--- config.mk ---
export PLATFORM = sky130hd
export DESIGN_NAME = cpc_ctrl
export DESIGN_NICKNAME = d
export VERILOG_FILES = /design/src/cpc_pkg.sv /design/src/cpc_xl_if.sv /design/src/cpc_xlate.sv /design/src/cpc_ctrl.sv
export SDC_FILE = /design/constraint.sdc
export NUM_CORES = 1
export LEC_CHECK = 0
export ABC_AREA = 1
export ABC_CLOCK_PERIOD_IN_PS = 3800
export BUFFER_PORTS_ARGS = -buffer_cell sky130_fd_sc_hd__buf_2
export CAP_MARGIN = 40
export CORE_UTILIZATION = 57
export DETAILED_ROUTE_END_ITERATION = 12
export PLACE_DENSITY = 0.87
export SLEW_MARGIN = 30
export SYNTH_ARGS = -nofsm -noshare
export SYNTH_HDL_FRONTEND = slang
export SYNTH_SLANG_ARGS = --single-unit
--- constraint.sdc ---
create_clock -name mclk -period 3.8 [get_ports mclk]
set_input_delay 0.38 -clock mclk [delete_from_list [all_inputs] [get_ports mclk]]
set_output_delay 0.38 -clock mclk [all_outputs]
set_load 0.03 [all_outputs]
--- src/cpc_pkg.sv ---
package cpc_pkg;

	// ----------------------------------------
	// Widths and layout
	// ----------------------------------------
	localparam int ADDR_W      = 24;
	localparam int WORD_W      = 32;
	localparam int MOD_W       = 4;
	localparam int LOW_W       = 13;
	localparam int PBASE_W     = ADDR_W - LOW_W;
	localparam int ELEM_N      = 22;
	localparam int CPU_BASE    = 3;
	localparam int INH_W       = 5;
	localparam int KEY_W       = 4;
	localparam int KEY_LSB     = 0;
	localparam int PBASE_LSB   = 4;
	localparam int COMM_W      = 29;
	localparam int STATE_LSB   = 29;
	localparam int STATE3_BIT  = 31;
	localparam int SEL_INH_LSB = 22;
	localparam int SPM_W       = 4;
	localparam int DLY_W       = 16;

	// ----------------------------------------
	// State codes and reset values
	// ----------------------------------------
	localparam logic [2:0]        ST0        = 3'h0;
	localparam logic [2:0]        ST1        = 3'h1;
	localparam logic [2:0]        ST2        = 3'h2;
	localparam logic [2:0]        ST3        = 3'h6;
	localparam logic [WORD_W-1:0] CSR_RST    = {ST2, {COMM_W{1'b1}}};
	localparam logic [WORD_W-1:0] BUSY_CODE  = 32'hFFFFFFFF;
	localparam logic [4:0]        LD_ST_COMM = 5'h18;

	// ----------------------------------------
	// Timing
	// ----------------------------------------
	localparam int CLK_NS   = 10;
	localparam int UCYC_NS  = 300;
	localparam int UCYC_CYC = (UCYC_NS / CLK_NS < 1) ? 1 : UCYC_NS / CLK_NS;

	typedef enum logic [3:0] {
		OP_LD_SELF, OP_LD_EXT, OP_STORE, OP_GO_S3, OP_PWR_DN, OP_PWR_UP,
		OP_LD_KEY, OP_ST_KEY, OP_EST_PROT, OP_TAS, OP_DELAY, OP_ST_ID
	} cpc_op_e;

endpackage : cpc_pkg

--- src/cpc_xl_if.sv ---
`timescale 1ns/10ps
interface cpc_xl_if;
	import cpc_pkg::*;
	logic [ADDR_W-1:0] log_addr;
	logic [ADDR_W-1:0] phys_addr;
	logic [WORD_W-1:0] tr1;
	logic [WORD_W-1:0] tr2;
	logic [WORD_W-1:0] pref;
	logic              pref_hit;
	logic              invalid;
	modport ctrl (output log_addr, tr1, tr2, pref, input phys_addr, pref_hit, invalid);
	modport xl   (input log_addr, tr1, tr2, pref, output phys_addr, pref_hit, invalid);
endinterface : cpc_xl_if

--- src/cpc_xlate.sv ---
`timescale 1ns/10ps
module cpc_xlate (
	// Clock and reset for checks
	input wire logic mclk,
	input wire logic sys_rst,
	// Translation link
	cpc_xl_if.xl     xl
);
	import cpc_pkg::*;

	// ----------------------------------------
	// Logical split
	// ----------------------------------------
	wire logic [MOD_W-1:0]        lmod;
	wire logic [ADDR_W-MOD_W-1:0] loff;
	wire logic [WORD_W-1:0]       map_word;
	wire logic [MOD_W-1:0]        pmod;

	assign lmod        = xl.log_addr[ADDR_W-1 -: MOD_W];
	assign loff        = xl.log_addr[ADDR_W-MOD_W-1:0];
	assign xl.pref_hit = (lmod == '0);
	assign xl.invalid  = xl.pref_hit && (loff[ADDR_W-MOD_W-1:LOW_W] != '0);
	assign map_word    = lmod[MOD_W-1] ? xl.tr2 : xl.tr1;
	assign pmod        = map_word[{lmod[MOD_W-2:0], 2'b00} +: MOD_W];
	assign xl.phys_addr = xl.pref_hit ?
		{xl.pref[PBASE_LSB +: PBASE_W], loff[LOW_W-1:0]} : {pmod, loff};
endmodule : cpc_xlate

--- src/cpc_ctrl.sv ---
`timescale 1ns/10ps
module cpc_ctrl (
	// Clock and reset
	input  wire logic                           mclk,
	input  wire logic                           sys_rst,
	// Instruction request
	input  wire logic                           instr_valid,
	input  wire cpc_pkg::cpc_op_e               instr_op,
	input  wire logic [cpc_pkg::SPM_W-1:0]      instr_a,
	input  wire logic [cpc_pkg::INH_W-1:0]      instr_d,
	input  wire logic [cpc_pkg::DLY_W-1:0]      instr_count,
	input  wire logic [cpc_pkg::ADDR_W-1:0]     eff_addr,
	input  wire logic [cpc_pkg::WORD_W-1:0]     store_data,
	input  wire logic [cpc_pkg::KEY_W-1:0]      key_in,
	input  wire logic                           privileged,
	input  wire logic                           stop_exit,
	input  wire logic                           peer_s3,
	input  wire logic [1:0]                     slot_pin,
	// Instruction answer
	output logic                                instr_done,
	output logic                                illegal_op,
	output logic                                addr_invalid,
	output logic                                key_fault,
	output logic [1:0]                          ic_step,
	output logic                                fetch_go,
	output logic [2:0]                          state_out,
	output logic                                reconfig_ind,
	output logic [cpc_pkg::KEY_W-1:0]           mem_key,
	// Scratchpad
	output logic [cpc_pkg::SPM_W-1:0]           spm_idx,
	input  wire logic [cpc_pkg::WORD_W-1:0]     spm_rdata,
	// Memory bus
	output logic                                mem_req,
	output logic                                mem_we,
	output logic                                mem_lock,
	output logic                                mem_key_area,
	output logic [cpc_pkg::ADDR_W-1:0]          mem_addr,
	output logic [cpc_pkg::WORD_W-1:0]          mem_wdata,
	input  wire logic [cpc_pkg::WORD_W-1:0]     mem_rdata,
	input  wire logic                           mem_ack,
	input  wire logic                           mem_key_viol,
	// Direct control lines
	output logic [cpc_pkg::ELEM_N-1:0]          ext_sel,
	output logic [cpc_pkg::INH_W-1:0]           ext_ld,
	output logic [1:0]                          ext_idx,
	output logic [cpc_pkg::WORD_W-1:0]          ext_data,
	input  wire logic [cpc_pkg::WORD_W-1:0]     ext_rdata,
	input  wire logic [2:0]                     ext_tgt_state,
	output logic                                pwr_up,
	output logic                                pwr_dn
);
	import cpc_pkg::*;

	typedef enum {S_IDLE, S_SELF_RD, S_SELF_WR, S_SEL, S_CHK, S_STW, S_MRD, S_MWR,
		S_DELAY, S_FETCH} cpc_st_e;

	// ----------------------------------------
	// Registers
	// ----------------------------------------
	cpc_st_e           st_ff, nxt_st;
	cpc_op_e           op_ff, nxt_op;
	logic [1:0]        cnt_ff, nxt_cnt;
	logic [ADDR_W-1:0] lad_ff, nxt_lad, zl_ff, nxt_zl;
	logic [WORD_W-1:0] mq_ff, nxt_mq, tr1_ff, nxt_tr1, tr2_ff, nxt_tr2;
	logic [WORD_W-1:0] pref_ff, nxt_pref, csr_ff, nxt_csr, wd_ff, nxt_wd;
	logic [WORD_W-1:0] xd_ff, nxt_xd;
	logic [ELEM_N-1:0] sel_ff, nxt_sel;
	logic [INH_W-1:0]  inh_ff, nxt_inh, xld_ff, nxt_xld;
	logic [SPM_W-1:0]  spm_ff, nxt_spm;
	logic [DLY_W-1:0]  dly_ff, nxt_dly;
	logic [3:0]        id_ff, nxt_id;
	logic [1:0]        step_ff, nxt_step;
	logic              req_ff, nxt_req, we_ff, nxt_we, lock_ff, nxt_lock, ka_ff, nxt_ka;
	logic              done_ff, nxt_done, ill_ff, nxt_ill, inv_ff, nxt_inv;
	logic              kv_ff, nxt_kv, fch_ff, nxt_fch, pu_ff, nxt_pu, pd_ff, nxt_pd;
	logic [ADDR_W-1:0] addr_ff;
	logic              bad_ff;
	logic [1:0]        slot_s1_ff, slot_s2_ff, slot_s3_ff, slot_ff;
	logic [7:0]        div_ff;

	cpc_xl_if xl ();
	cpc_xlate u_xlate (.mclk(mclk), .sys_rst(sys_rst), .xl(xl.xl));

	// ----------------------------------------
	// Decode wires
	// ----------------------------------------
	wire logic [2:0]        cur_state;
	wire logic              in_s3, go_ok, uc_tick, sel_onehot, self_hit, ld_bad;
	wire logic [ELEM_N-1:0] sel_word, own_bit;
	wire logic [WORD_W-1:0] self_word, st_src;
	wire logic [INH_W-1:0]  word_mask;

	assign cur_state  = csr_ff[STATE_LSB +: 3];
	assign in_s3      = csr_ff[STATE3_BIT];
	assign go_ok      = (cur_state == ST2 && !peer_s3) || cur_state == ST3;
	assign uc_tick    = (div_ff == 8'(UCYC_CYC - 1));
	assign sel_word   = spm_rdata[ELEM_N-1:0];
	assign own_bit    = ELEM_N'(1) << (CPU_BASE + slot_ff);
	assign self_hit   = (sel_ff & own_bit) != '0;
	assign sel_onehot = sel_ff != '0 && (sel_ff & (sel_ff - 1'b1)) == '0;
	assign ld_bad     = !sel_onehot || self_hit || !in_s3;
	assign word_mask  = (cnt_ff == 2'd3) ? LD_ST_COMM : (INH_W'(1) << cnt_ff);
	assign self_word  = (cnt_ff == 2'd0) ? tr1_ff : (cnt_ff == 2'd1) ? tr2_ff :
		(cnt_ff == 2'd2) ? pref_ff : csr_ff;
	assign st_src     = self_hit ? self_word : ext_rdata;
	assign xl.log_addr = nxt_lad;
	assign xl.tr1     = tr1_ff;
	assign xl.tr2     = tr2_ff;
	assign xl.pref    = pref_ff;

	// ----------------------------------------
	// Next-state logic
	// ----------------------------------------
	always_comb
	begin
		nxt_st = st_ff; nxt_op = op_ff; nxt_cnt = cnt_ff; nxt_lad = lad_ff; nxt_zl = zl_ff;
		nxt_mq = mq_ff; nxt_tr1 = tr1_ff; nxt_tr2 = tr2_ff; nxt_pref = pref_ff;
		nxt_csr = csr_ff; nxt_wd = wd_ff; nxt_xd = xd_ff; nxt_sel = sel_ff;
		nxt_inh = inh_ff; nxt_spm = spm_ff; nxt_dly = dly_ff; nxt_id = id_ff;
		nxt_step = step_ff; nxt_req = req_ff; nxt_we = we_ff; nxt_lock = lock_ff;
		nxt_ka = ka_ff; nxt_xld = '0; nxt_done = 1'b0; nxt_ill = 1'b0; nxt_inv = 1'b0;
		nxt_kv = 1'b0; nxt_fch = 1'b0; nxt_pu = 1'b0; nxt_pd = 1'b0;
		case (st_ff)
			S_IDLE:
			begin
				nxt_cnt = '0; nxt_step = 2'd1; nxt_ka = 1'b0;
				if (stop_exit)
				begin
					nxt_lad = '0; nxt_req = 1'b1; nxt_we = 1'b0; nxt_st = S_FETCH;
				end
				else if (instr_valid)
				begin
					nxt_op = instr_op; nxt_inh = instr_d; nxt_spm = instr_a; nxt_zl = eff_addr;
					case (instr_op)
						OP_LD_SELF: nxt_st = S_SELF_RD;
						OP_LD_EXT, OP_STORE, OP_PWR_DN, OP_PWR_UP: nxt_st = S_SEL;
						OP_GO_S3:
						begin
							nxt_done = 1'b1; nxt_ill = !go_ok;
							if (go_ok) nxt_csr[STATE_LSB +: 3] = ST3;
						end
						OP_LD_KEY:
						begin
							nxt_pref[KEY_LSB +: KEY_W] = key_in; nxt_done = 1'b1;
						end
						OP_ST_KEY, OP_EST_PROT, OP_ST_ID:
						begin
							nxt_lad = eff_addr; nxt_we = 1'b1; nxt_st = S_MWR; nxt_req = 1'b1;
							nxt_wd = WORD_W'(pref_ff[KEY_LSB +: KEY_W]);
							if (instr_op == OP_ST_ID)
							begin
								nxt_id = 4'h1 << slot_ff; nxt_wd = WORD_W'(nxt_id);
							end
							if (instr_op == OP_EST_PROT)
							begin
								nxt_wd = store_data; nxt_ka = privileged;
								if (!privileged)
								begin
									nxt_req = 1'b0; nxt_ill = 1'b1; nxt_done = 1'b1;
									nxt_st = S_IDLE;
								end
							end
						end
						OP_TAS:
						begin
							nxt_lad = eff_addr; nxt_we = 1'b0; nxt_req = 1'b1;
							nxt_lock = 1'b1; nxt_st = S_MRD;
						end
						OP_DELAY:
						begin
							nxt_dly = instr_count; nxt_st = S_DELAY;
						end
						default:
						begin
							nxt_ill = 1'b1; nxt_done = 1'b1;
						end
					endcase
				end
			end
			S_SELF_RD:
			begin
				nxt_mq = spm_rdata; nxt_st = S_SELF_WR;
			end
			S_SELF_WR:
			begin
				case (cnt_ff)
					2'd0: if (!inh_ff[0]) nxt_tr1 = mq_ff;
					2'd1: if (!inh_ff[1]) nxt_tr2 = mq_ff;
					2'd2: if (!inh_ff[2]) nxt_pref = mq_ff;
					default:
					begin
						if (!inh_ff[3]) nxt_csr[STATE_LSB +: 3] = mq_ff[STATE_LSB +: 3];
						if (!inh_ff[4]) nxt_csr[COMM_W-1:0] = mq_ff[COMM_W-1:0];
					end
				endcase
				nxt_cnt = cnt_ff + 2'd1; nxt_spm = spm_ff + 1'b1; nxt_st = S_SELF_RD;
				if (cnt_ff == 2'd3)
				begin
					nxt_done = 1'b1; nxt_st = S_IDLE;
				end
			end
			S_SEL:
			begin
				nxt_sel = sel_word; nxt_inh = spm_rdata[SEL_INH_LSB +: INH_W]; nxt_st = S_CHK;
			end
			S_CHK:
			begin
				nxt_st = S_IDLE; nxt_done = 1'b1;
				case (op_ff)
					OP_LD_EXT:
						if (ld_bad) nxt_ill = 1'b1;
						else
						begin
							nxt_done = 1'b0; nxt_lad = zl_ff; nxt_we = 1'b0; nxt_req = 1'b1;
							nxt_st = S_MRD;
						end
					OP_STORE:
						if (!sel_onehot || !(in_s3 || self_hit)) nxt_ill = 1'b1;
						else
						begin
							nxt_done = 1'b0; nxt_st = S_STW;
						end
					OP_PWR_DN:
						if (!sel_onehot || self_hit || !in_s3 || ext_tgt_state != ST1)
							nxt_ill = 1'b1;
						else nxt_pd = 1'b1;
					default:
						if (!sel_onehot || self_hit || !in_s3) nxt_ill = 1'b1;
						else nxt_pu = 1'b1;
				endcase
			end
			S_STW:
			begin
				nxt_lad = zl_ff + ADDR_W'(cnt_ff); nxt_wd = st_src; nxt_we = 1'b1;
				nxt_req = 1'b1; nxt_st = S_MWR;
			end
			S_MRD, S_MWR, S_FETCH:
				if (bad_ff || mem_ack)
				begin
					nxt_req = 1'b0; nxt_st = S_IDLE; nxt_lock = 1'b0;
					nxt_done = (st_ff != S_FETCH); nxt_fch = (st_ff == S_FETCH);
					nxt_inv = bad_ff; nxt_kv = !bad_ff && mem_key_viol;
					if (!bad_ff && !mem_key_viol && st_ff == S_MRD)
					begin
						if (op_ff == OP_TAS)
						begin
							if (mem_rdata != BUSY_CODE)
							begin
								nxt_done = 1'b0; nxt_lock = 1'b1; nxt_wd = BUSY_CODE;
								nxt_we = 1'b1; nxt_req = 1'b1; nxt_st = S_MWR;
							end
						end
						else
						begin
							nxt_xd = mem_rdata; nxt_xld = word_mask & ~inh_ff;
							if (cnt_ff != 2'd3)
							begin
								nxt_done = 1'b0; nxt_cnt = cnt_ff + 2'd1; nxt_req = 1'b1;
								nxt_lad = zl_ff + ADDR_W'(nxt_cnt); nxt_st = S_MRD;
							end
						end
					end
					if (!bad_ff && !mem_key_viol && st_ff == S_MWR)
					begin
						if (op_ff == OP_TAS) nxt_step = 2'd2;
						if (op_ff == OP_STORE && cnt_ff != 2'd3)
						begin
							nxt_done = 1'b0; nxt_cnt = cnt_ff + 2'd1; nxt_st = S_STW;
						end
					end
				end
			default:
				if (dly_ff == '0 && uc_tick)
				begin
					nxt_done = 1'b1; nxt_st = S_IDLE;
				end
				else if (uc_tick) nxt_dly = dly_ff - 1'b1;
		endcase
	end

	// ----------------------------------------
	// Flops
	// ----------------------------------------
	always_ff @(posedge mclk)
	begin
		{slot_s1_ff, slot_s2_ff, slot_s3_ff} <= {slot_pin, slot_s1_ff, slot_s2_ff};
		addr_ff <= xl.phys_addr;
		bad_ff  <= xl.invalid;
		if (sys_rst)
		begin
			st_ff <= S_IDLE; op_ff <= OP_LD_SELF; cnt_ff <= '0; lad_ff <= '0; zl_ff <= '0;
			mq_ff <= '0; tr1_ff <= '0; tr2_ff <= '0; pref_ff <= '0; csr_ff <= CSR_RST;
			wd_ff <= '0; xd_ff <= '0; sel_ff <= '0; inh_ff <= '0; spm_ff <= '0;
			dly_ff <= '0; id_ff <= '0; step_ff <= 2'd1; req_ff <= 1'b0; we_ff <= 1'b0;
			lock_ff <= 1'b0; ka_ff <= 1'b0; xld_ff <= '0; done_ff <= 1'b0; ill_ff <= 1'b0;
			inv_ff <= 1'b0; kv_ff <= 1'b0; fch_ff <= 1'b0; pu_ff <= 1'b0; pd_ff <= 1'b0;
			slot_ff <= '0; div_ff <= '0;
		end
		else
		begin
			st_ff <= nxt_st; op_ff <= nxt_op; cnt_ff <= nxt_cnt; lad_ff <= nxt_lad;
			zl_ff <= nxt_zl; mq_ff <= nxt_mq; tr1_ff <= nxt_tr1; tr2_ff <= nxt_tr2;
			pref_ff <= nxt_pref; csr_ff <= nxt_csr; wd_ff <= nxt_wd; xd_ff <= nxt_xd;
			sel_ff <= nxt_sel; inh_ff <= nxt_inh; spm_ff <= nxt_spm; dly_ff <= nxt_dly;
			id_ff <= nxt_id; step_ff <= nxt_step; req_ff <= nxt_req; we_ff <= nxt_we;
			lock_ff <= nxt_lock; ka_ff <= nxt_ka; xld_ff <= nxt_xld; done_ff <= nxt_done;
			ill_ff <= nxt_ill; inv_ff <= nxt_inv; kv_ff <= nxt_kv; fch_ff <= nxt_fch;
			pu_ff <= nxt_pu; pd_ff <= nxt_pd;
			if (slot_s2_ff == slot_s3_ff) slot_ff <= slot_s3_ff;
			div_ff <= uc_tick ? '0 : div_ff + 8'd1;
		end
	end

	// ----------------------------------------
	// Outputs
	// ----------------------------------------
	assign instr_done   = done_ff;
	assign illegal_op   = ill_ff;
	assign addr_invalid = inv_ff;
	assign key_fault    = kv_ff;
	assign ic_step      = step_ff;
	assign fetch_go     = fch_ff;
	assign state_out    = cur_state;
	assign reconfig_ind = in_s3;
	assign mem_key      = pref_ff[KEY_LSB +: KEY_W];
	assign spm_idx      = spm_ff;
	assign mem_req      = req_ff && !bad_ff;
	assign mem_we       = we_ff;
	assign mem_lock     = lock_ff;
	assign mem_key_area = ka_ff;
	assign mem_addr     = addr_ff;
	assign mem_wdata    = wd_ff;
	assign ext_sel      = sel_ff;
	assign ext_ld       = xld_ff;
	assign ext_idx      = cnt_ff;
	assign ext_data     = xd_ff;
	assign pwr_up       = pu_ff;
	assign pwr_dn       = pd_ff;

	wire logic idle_go;
	assign idle_go = st_ff == S_IDLE && instr_valid && !stop_exit;
endmodule : cpc_ctrl

**Word level (Yosys, flattened, before mapping)**

Index checks and enable logic that the tools add are counted.

- Register bits after elaboration: 416
- Input bits: 198
- Output and inout port bits: 142
- Logic and storage cells: 342

- Add/subtract/negate cells: 8
- Equality and inequality tests: 60
- Shift operators: 4
- Multiplexer cells: 142
- Bitwise operators: 17
- Reduce and logical (&&, ||, !) cells: 73

Operator list:

| kind | count |
|---|---|
| $mux W32 | 22 |
| $mux W24 | 10 |
| $pmux W32 S7 | 1 |
| $pmux W32 S5 | 1 |
| $eq A32 B3 Y1 const B | 4 |
| $eq A32 B4 Y1 const B | 3 |
| $pmux W24 S4 | 1 |
| $pmux W32 S3 | 1 |
| $mux W16 | 5 |
| $eq A32 B2 Y1 const B | 2 |
| $mux W1 | 50 |
| $add A24 B2 Y24 | 2 |
| $and A22 B22 Y22 | 2 |
| $reduce_bool A22 Y1 | 2 |
| $mux W3 | 11 |
| $eq A32 B1 Y1 const B | 1 |
| $eq A32 B5 Y1 const B | 1 |
| $logic_not A32 Y1 | 1 |
| $mux W4 | 8 |
| $ne A32 B32 Y1 const B | 1 |
| $ne A32 B5 Y1 const B | 1 |
| $pmux W16 S2 | 1 |
| $shiftx A32 B6 Y4 | 1 |
| $mux W29 | 1 |
| other kinds (65) | 171 |

**Logic depth before layout (Yosys ltp)**

- Depth after elaboration: 13
- Depth in mapped cells: 24
- Mapped depth without buffers: 23

**Hierarchy**

Synthesis repeated with hierarchy kept, for this count alone.

- Cell total of the unflattened synthesis: 3,090
- Area total of the unflattened synthesis: 20,363.3 µm²

By module, submodules not included:

| module | instances | cells an instance | area each (µm²) | seq. area each (µm²) |
|---|---|---|---|---|
| cpc_ctrl | 1 | 2,867 | 19,336.0 | 7,767.4 |
| cpc_xlate | 1 | 223 | 1,027.2 | 0.0 |

**Least setup slack after synthesis**

OpenSTA, ideal clock, no wires.

- Kind: reg-to-reg
- Start point: register cnt_ff[0], in the netlist ext_idx[0]
- End point: register addr_ff[13], in the netlist mem_addr[13]
- Setup time: 130 ps
- Arrival: 3,245 ps
- Required time: 3,670 ps
- Setup slack: 425 ps
- Cell stages (with the launch flop): 20
- Buffers on the path: 1
- Period minus slack after synthesis: 3,375 ps
- Path through: dfxtp_1 > inv_1 > ha_1 > inv_1 > fa_1 > nor2_1 > nand2_1 > nor2_2 > inv_1 > nor2_2 > a21oi_1 > o21ai_1 > nand4_1 > inv_1 > nand2_1 > nand2_4 > nand2_2 > nor3_4 > buf_4 > o21ai_0

- Longest elaborated chain between the ends: 9
- Elaborated cells on any way between the ends: 11
- Those cells by class: 3 x add/sub; 1 x eq/ne; 6 x mux; 1 x reduce/logical

Ends and longest elaborated chain:

| item | RTL line | text |
|---|---|---|
| from (decl) | cpc_ctrl.sv:62 | `logic [1:0] cnt_ff, nxt_cnt;` |
| from (signal assigned) | cpc_ctrl.sv:301 | `st_ff <= nxt_st; op_ff <= nxt_op; cnt_ff <= nxt_cnt; lad_ff <= nxt_lad;` |
| $add A2 B1 Y2 | cpc_ctrl.sv:258 | `nxt_done = 1'b0; nxt_cnt = cnt_ff + 2'd1; nxt_req = 1'b1;` |
| $add A24 B2 Y24 | cpc_ctrl.sv:259 | `nxt_lad = zl_ff + ADDR_W'(nxt_cnt); nxt_st = S_MRD;` |
| $mux W24 | cpc_ctrl.sv:256 | `if (cnt_ff != 2'd3)` |
| $mux W24 | cpc_ctrl.sv:245 | `if (op_ff == OP_TAS)` |
| $mux W24 | cpc_ctrl.sv:243 | `if (!bad_ff && !mem_key_viol && st_ff == S_MRD)` |
| $mux W24 | cpc_ctrl.sv:238 | `if (bad_ff \|\| mem_ack)` |
| $pmux W24 S4 (*) | cpc_ctrl.sv:123 | `case (st_ff)` |
| $logic_not A4 Y1 | cpc_xlate.sv:21 | `assign xl.pref_hit = (lmod == '0);` |
| $mux W24 (*) | cpc_xlate.sv:25 | `assign xl.phys_addr = xl.pref_hit ?` |
| net u_xlate.xl.phys_addr[13] | cpc_xl_if.sv:12 | `modport xl (input log_addr, tr1, tr2, pref, output phys_addr, pref_hit, invalid);` |
| to (signal assigned) | cpc_ctrl.sv:287 | `addr_ff <= xl.phys_addr;` |
| to (decl) | cpc_ctrl.sv:76 | `logic [ADDR_W-1:0] addr_ff;` |

The timed path passes the listed nets; every way through them passes the cells marked *.
A chain may end at the register's enable or synchronous reset.

**Final worst setup path**

Ends and elaborated chain as after synthesis.

==> qor.yml <==
tightestPinTransition_ns: 0.847
path_class: "flip-flop to flip-flop"
post_synth_inst_count: 2816
residual_antenna_violating_net_count_after_detailed_routing: 0
worstPathMaxFanout: 18
power.density_cell_area_mw_per_mm2: 748
drt-total-wl_um: 67200
switchingPower_w: 0.00760
clkTransAtPathRegs_ns: 0.06
fin_tns_setup_ns: 0
synth.top_cell.area_share_pct: 40.1
rsz0062_at_grt: "false"
area_enclosed_by_the_die_boundary_mm2: 0.0347
post_place_cells: 3473
num_vias: 21400
drt-vias-per-instance: 6.03
overall_die_height_um: 186
timing.critical_path.cells: "inv_1 -> ha_2 -> inv_1 -> fa_1 -> nor2_1 -> nand2_1 -> nor2_2 -> inv_1 -> nor2_2 -> a21oi_1 -> o21ai_1 -> nand4_1 -> inv_1 -> nand2_1 -> nand2_4 -> nand2_2 -> nor3_4 -> buf_4 -> o21ai_0"
critPathMaxStageDelay_ns: 0.42
floorplan.rows: 67
grt_first_pass_wirelength_um: 106000
cts_tree: "built"
synthArstFlopShare_pct: 0
cell_internal_pwr_w: 0.00938
grt_use_total_pct: 37.7
postCtsSetupRepairBufs: 0
fmax_ghz: 0.288
arrival_ns: 3.89
seq_power_share_pct: 32.1
critPathLaunchType: "flip-flop"
netlist_area_mm2: 0.0194
max-slew-margin-rel_pct: 43.5
run_status: "completed"
htree_levels: 2
critical_path.endpoint_type: "flip-flop"
layout_worst_path_cycle_share_pct: 91.3
synthToLayoutAreaGrowth_pct: 17.2
synth.yosys.seq_area_share_pct: 40.1
peakVddDrop_uv: 410
final-setup-viol-count: 0
worstPathBufferInverterCount: 5
finalNetCount: 3283
cts_root_buffer: "clkbuf_16"
utilization_pct: 67.7
layout_cells_sized_above_1_pct: 17.1
critPathRequiredTime_ns: 4.22
final_cell_count_no_fill: 3548
avgRoutedWirePerCell_um: 18.9
min_period_ns: 3.47
synthMostInstantiatedCell: "o21ai_0"
die_width_um: 186
finalPower_w: 0.0170
final-max-slew-violation-count: 0
design.core.area_mm2: 0.0335
pre_antenna_drt_iters: 8
drv.max_cap_violation_count: 0
top_level_ports: 340
yosysTopAreaCell: "dfxtp_1"
initial_core_util_pct: 57.8
cts_max_path_buffers: 3
synth.area.top_cells: "dfxtp_1, o21ai_0, a21oi_1"
list_of_most_frequent_post_synthesis_cells: "o21ai_0, nand2_1, dfxtp_1"
numClockSinks: 388
switching_share_pct: 44.8
grt_pass1_vias: 19800
hold_ws_ns: 0.0500
power.clock.fraction_pct: 24.3
synth-seq-cells: 388
synthFlopType: "dfxtp_1"
hpwlAfterDp_um: 47400
grt_start_max_net_pins: 131
numCtsBuffers: 41
timing.final.hold_violations: 0
fin_skew_ns: 0.0130
skew_pair_late_insertion_delay_ns: 0.56
synth.net_count: 3028
post_synth_edffs: 0
n_fill_cell: 2973
cp_common_cell: "inv_1"
leakage_power_total_nw: 9.96
number_of_antenna_violations_at_the_first_check_in_global_routing: 0
drt_drc: 0
post_syn_area_per_cell_um2: 6.88
n_antenna_cell: 0
ys_types: 60
min_path_type: "primary input to flip-flop"
drtIter0Drc: 2563
crit_path_top_delay_cell: "fa_1"
share_of_power_burned_in_combinational_logic_pct: 43.6
grt_overflow_total: 0
port_buffers: 339
timing.critical_path.max_delay_family: "simple AND/OR/NAND/NOR gates"
place.gp.congestion: 0.956
synth.yosys.warnings: 0
[worst paths after layout]
| kind | cells after the start | startpoint | slack (ns) | end |
|---|---|---|---|---|
| max | 19 | ext_idx[0]$_SDFFE_PP0P_ | 0.33 | mem_addr[13]$_DFF_P_ |
| min | 2 | sys_rst | 0.05 | lad_ff[16]$_SDFF_PP0_ |
| max reg2reg | 19 | ext_idx[0]$_SDFFE_PP0P_ | 0.33 | mem_addr[13]$_DFF_P_ |
| min reg2reg | 0 | slot_s1_ff[1]$_DFF_P_ | 0.33 | slot_s2_ff[1]$_DFF_P_ |
[state kept, by name, summed over array words and instances, names as in the netlist, 5 cells and up]
name	flops
ext_sel	22
pref_ff	32
tr1_ff	32
inh_ff	5
div_ff	8
zl_ff	24
ext_data	32
tr2_ff	32
mem_wdata	32
dly_ff	16
mem_addr	24
ext_ld	5
csr_ff	32
lad_ff	24
mq_ff	32
[metrics by stage]
stage,area (um2),worst slack (ns)
3_3_place_gp,21300,0.495
5_1_grt,22700,0.0558
3_5_place_dp,21300,0.379
2_1_floorplan,19400,0.425
4_1_cts,22700,0.369
6_report,22700,0.330
[cell type report]
class	count	area (um2)	share of cell area [%]
clock buffer	58	1170	5.15
sequential	388	7770	34.2
clock inverter	14	195	0.860
multi-input combinational	1977	9840	43.3
timing repair buffer	388	2130	9.39
tap	448	561	2.47
inverter	275	1040	4.57
[logic make-up (layout without fill, tap and decap cells)]
logic type / count (synthesis) / count (layout) / share of synthesized area, %
AND/OR/NAND/NOR: 1004 / 1004 / 22.5
flip-flops: 388 / 388 / 40.1
XOR/XNOR: 17 / 17 / 0.768
buffers and inverters: 451 / 735 / 9.21
adder cells (fa/ha/maj): 14 / 14 / 0.981
AO/OA/AOI/OAI: 942 / 942 / 26.5
[timing repair]
| item | CTS | global route |
|---|---|---|
| hold endpoints to repair | 2 | 0 |
| resized for setup | 0 | 0 |
| hold buffers | 2 | 0 |
[cell usage in the layout (no fill, tap or decap), types with 5 or more instances in the layout]
cell type	n
a211oi_1	10
a21oi_1	307
a21oi_2	6
a31oi_1	54
a41oi_1	5
and2_1	5
buf_2	338
buf_4	40
clkbuf_1	9
clkbuf_16	41
clkbuf_8	8
clkinv_2	6
dfxtp_1	388
ha_1	11
inv_1	250
inv_2	22
nand2_1	393
nand2_2	6
nand3_1	159
nand4_1	24
nor2_1	332
nor2_2	13
nor2_4	8
nor3_1	30
nor4_1	7
o2111ai_1	9
o211ai_1	53
o21ai_0	447
o21ai_1	15
o221ai_1	10
xnor2_1	5
xor2_1	12
[metal layers]
layer	part of all wire, %	track usage [%]
met5	0	0
met4	3.2	13.9
met3	12	6.47
met2	44	58.5
met1	41	52.5
[power groups by stage]
stage	registers (W)	logic, W	clock network (W)
after floorplan	0.00579	0.00484	0
after global placement	0.00547	0.00704	0
after detailed placement	0.00549	0.00723	0
after CTS	0.00541	0.00727	0.00415
after global routing	0.00552	0.00814	0.00430
final	0.00545	0.00741	0.00413
No activity file was read; power rests on OpenSTA's default activity.
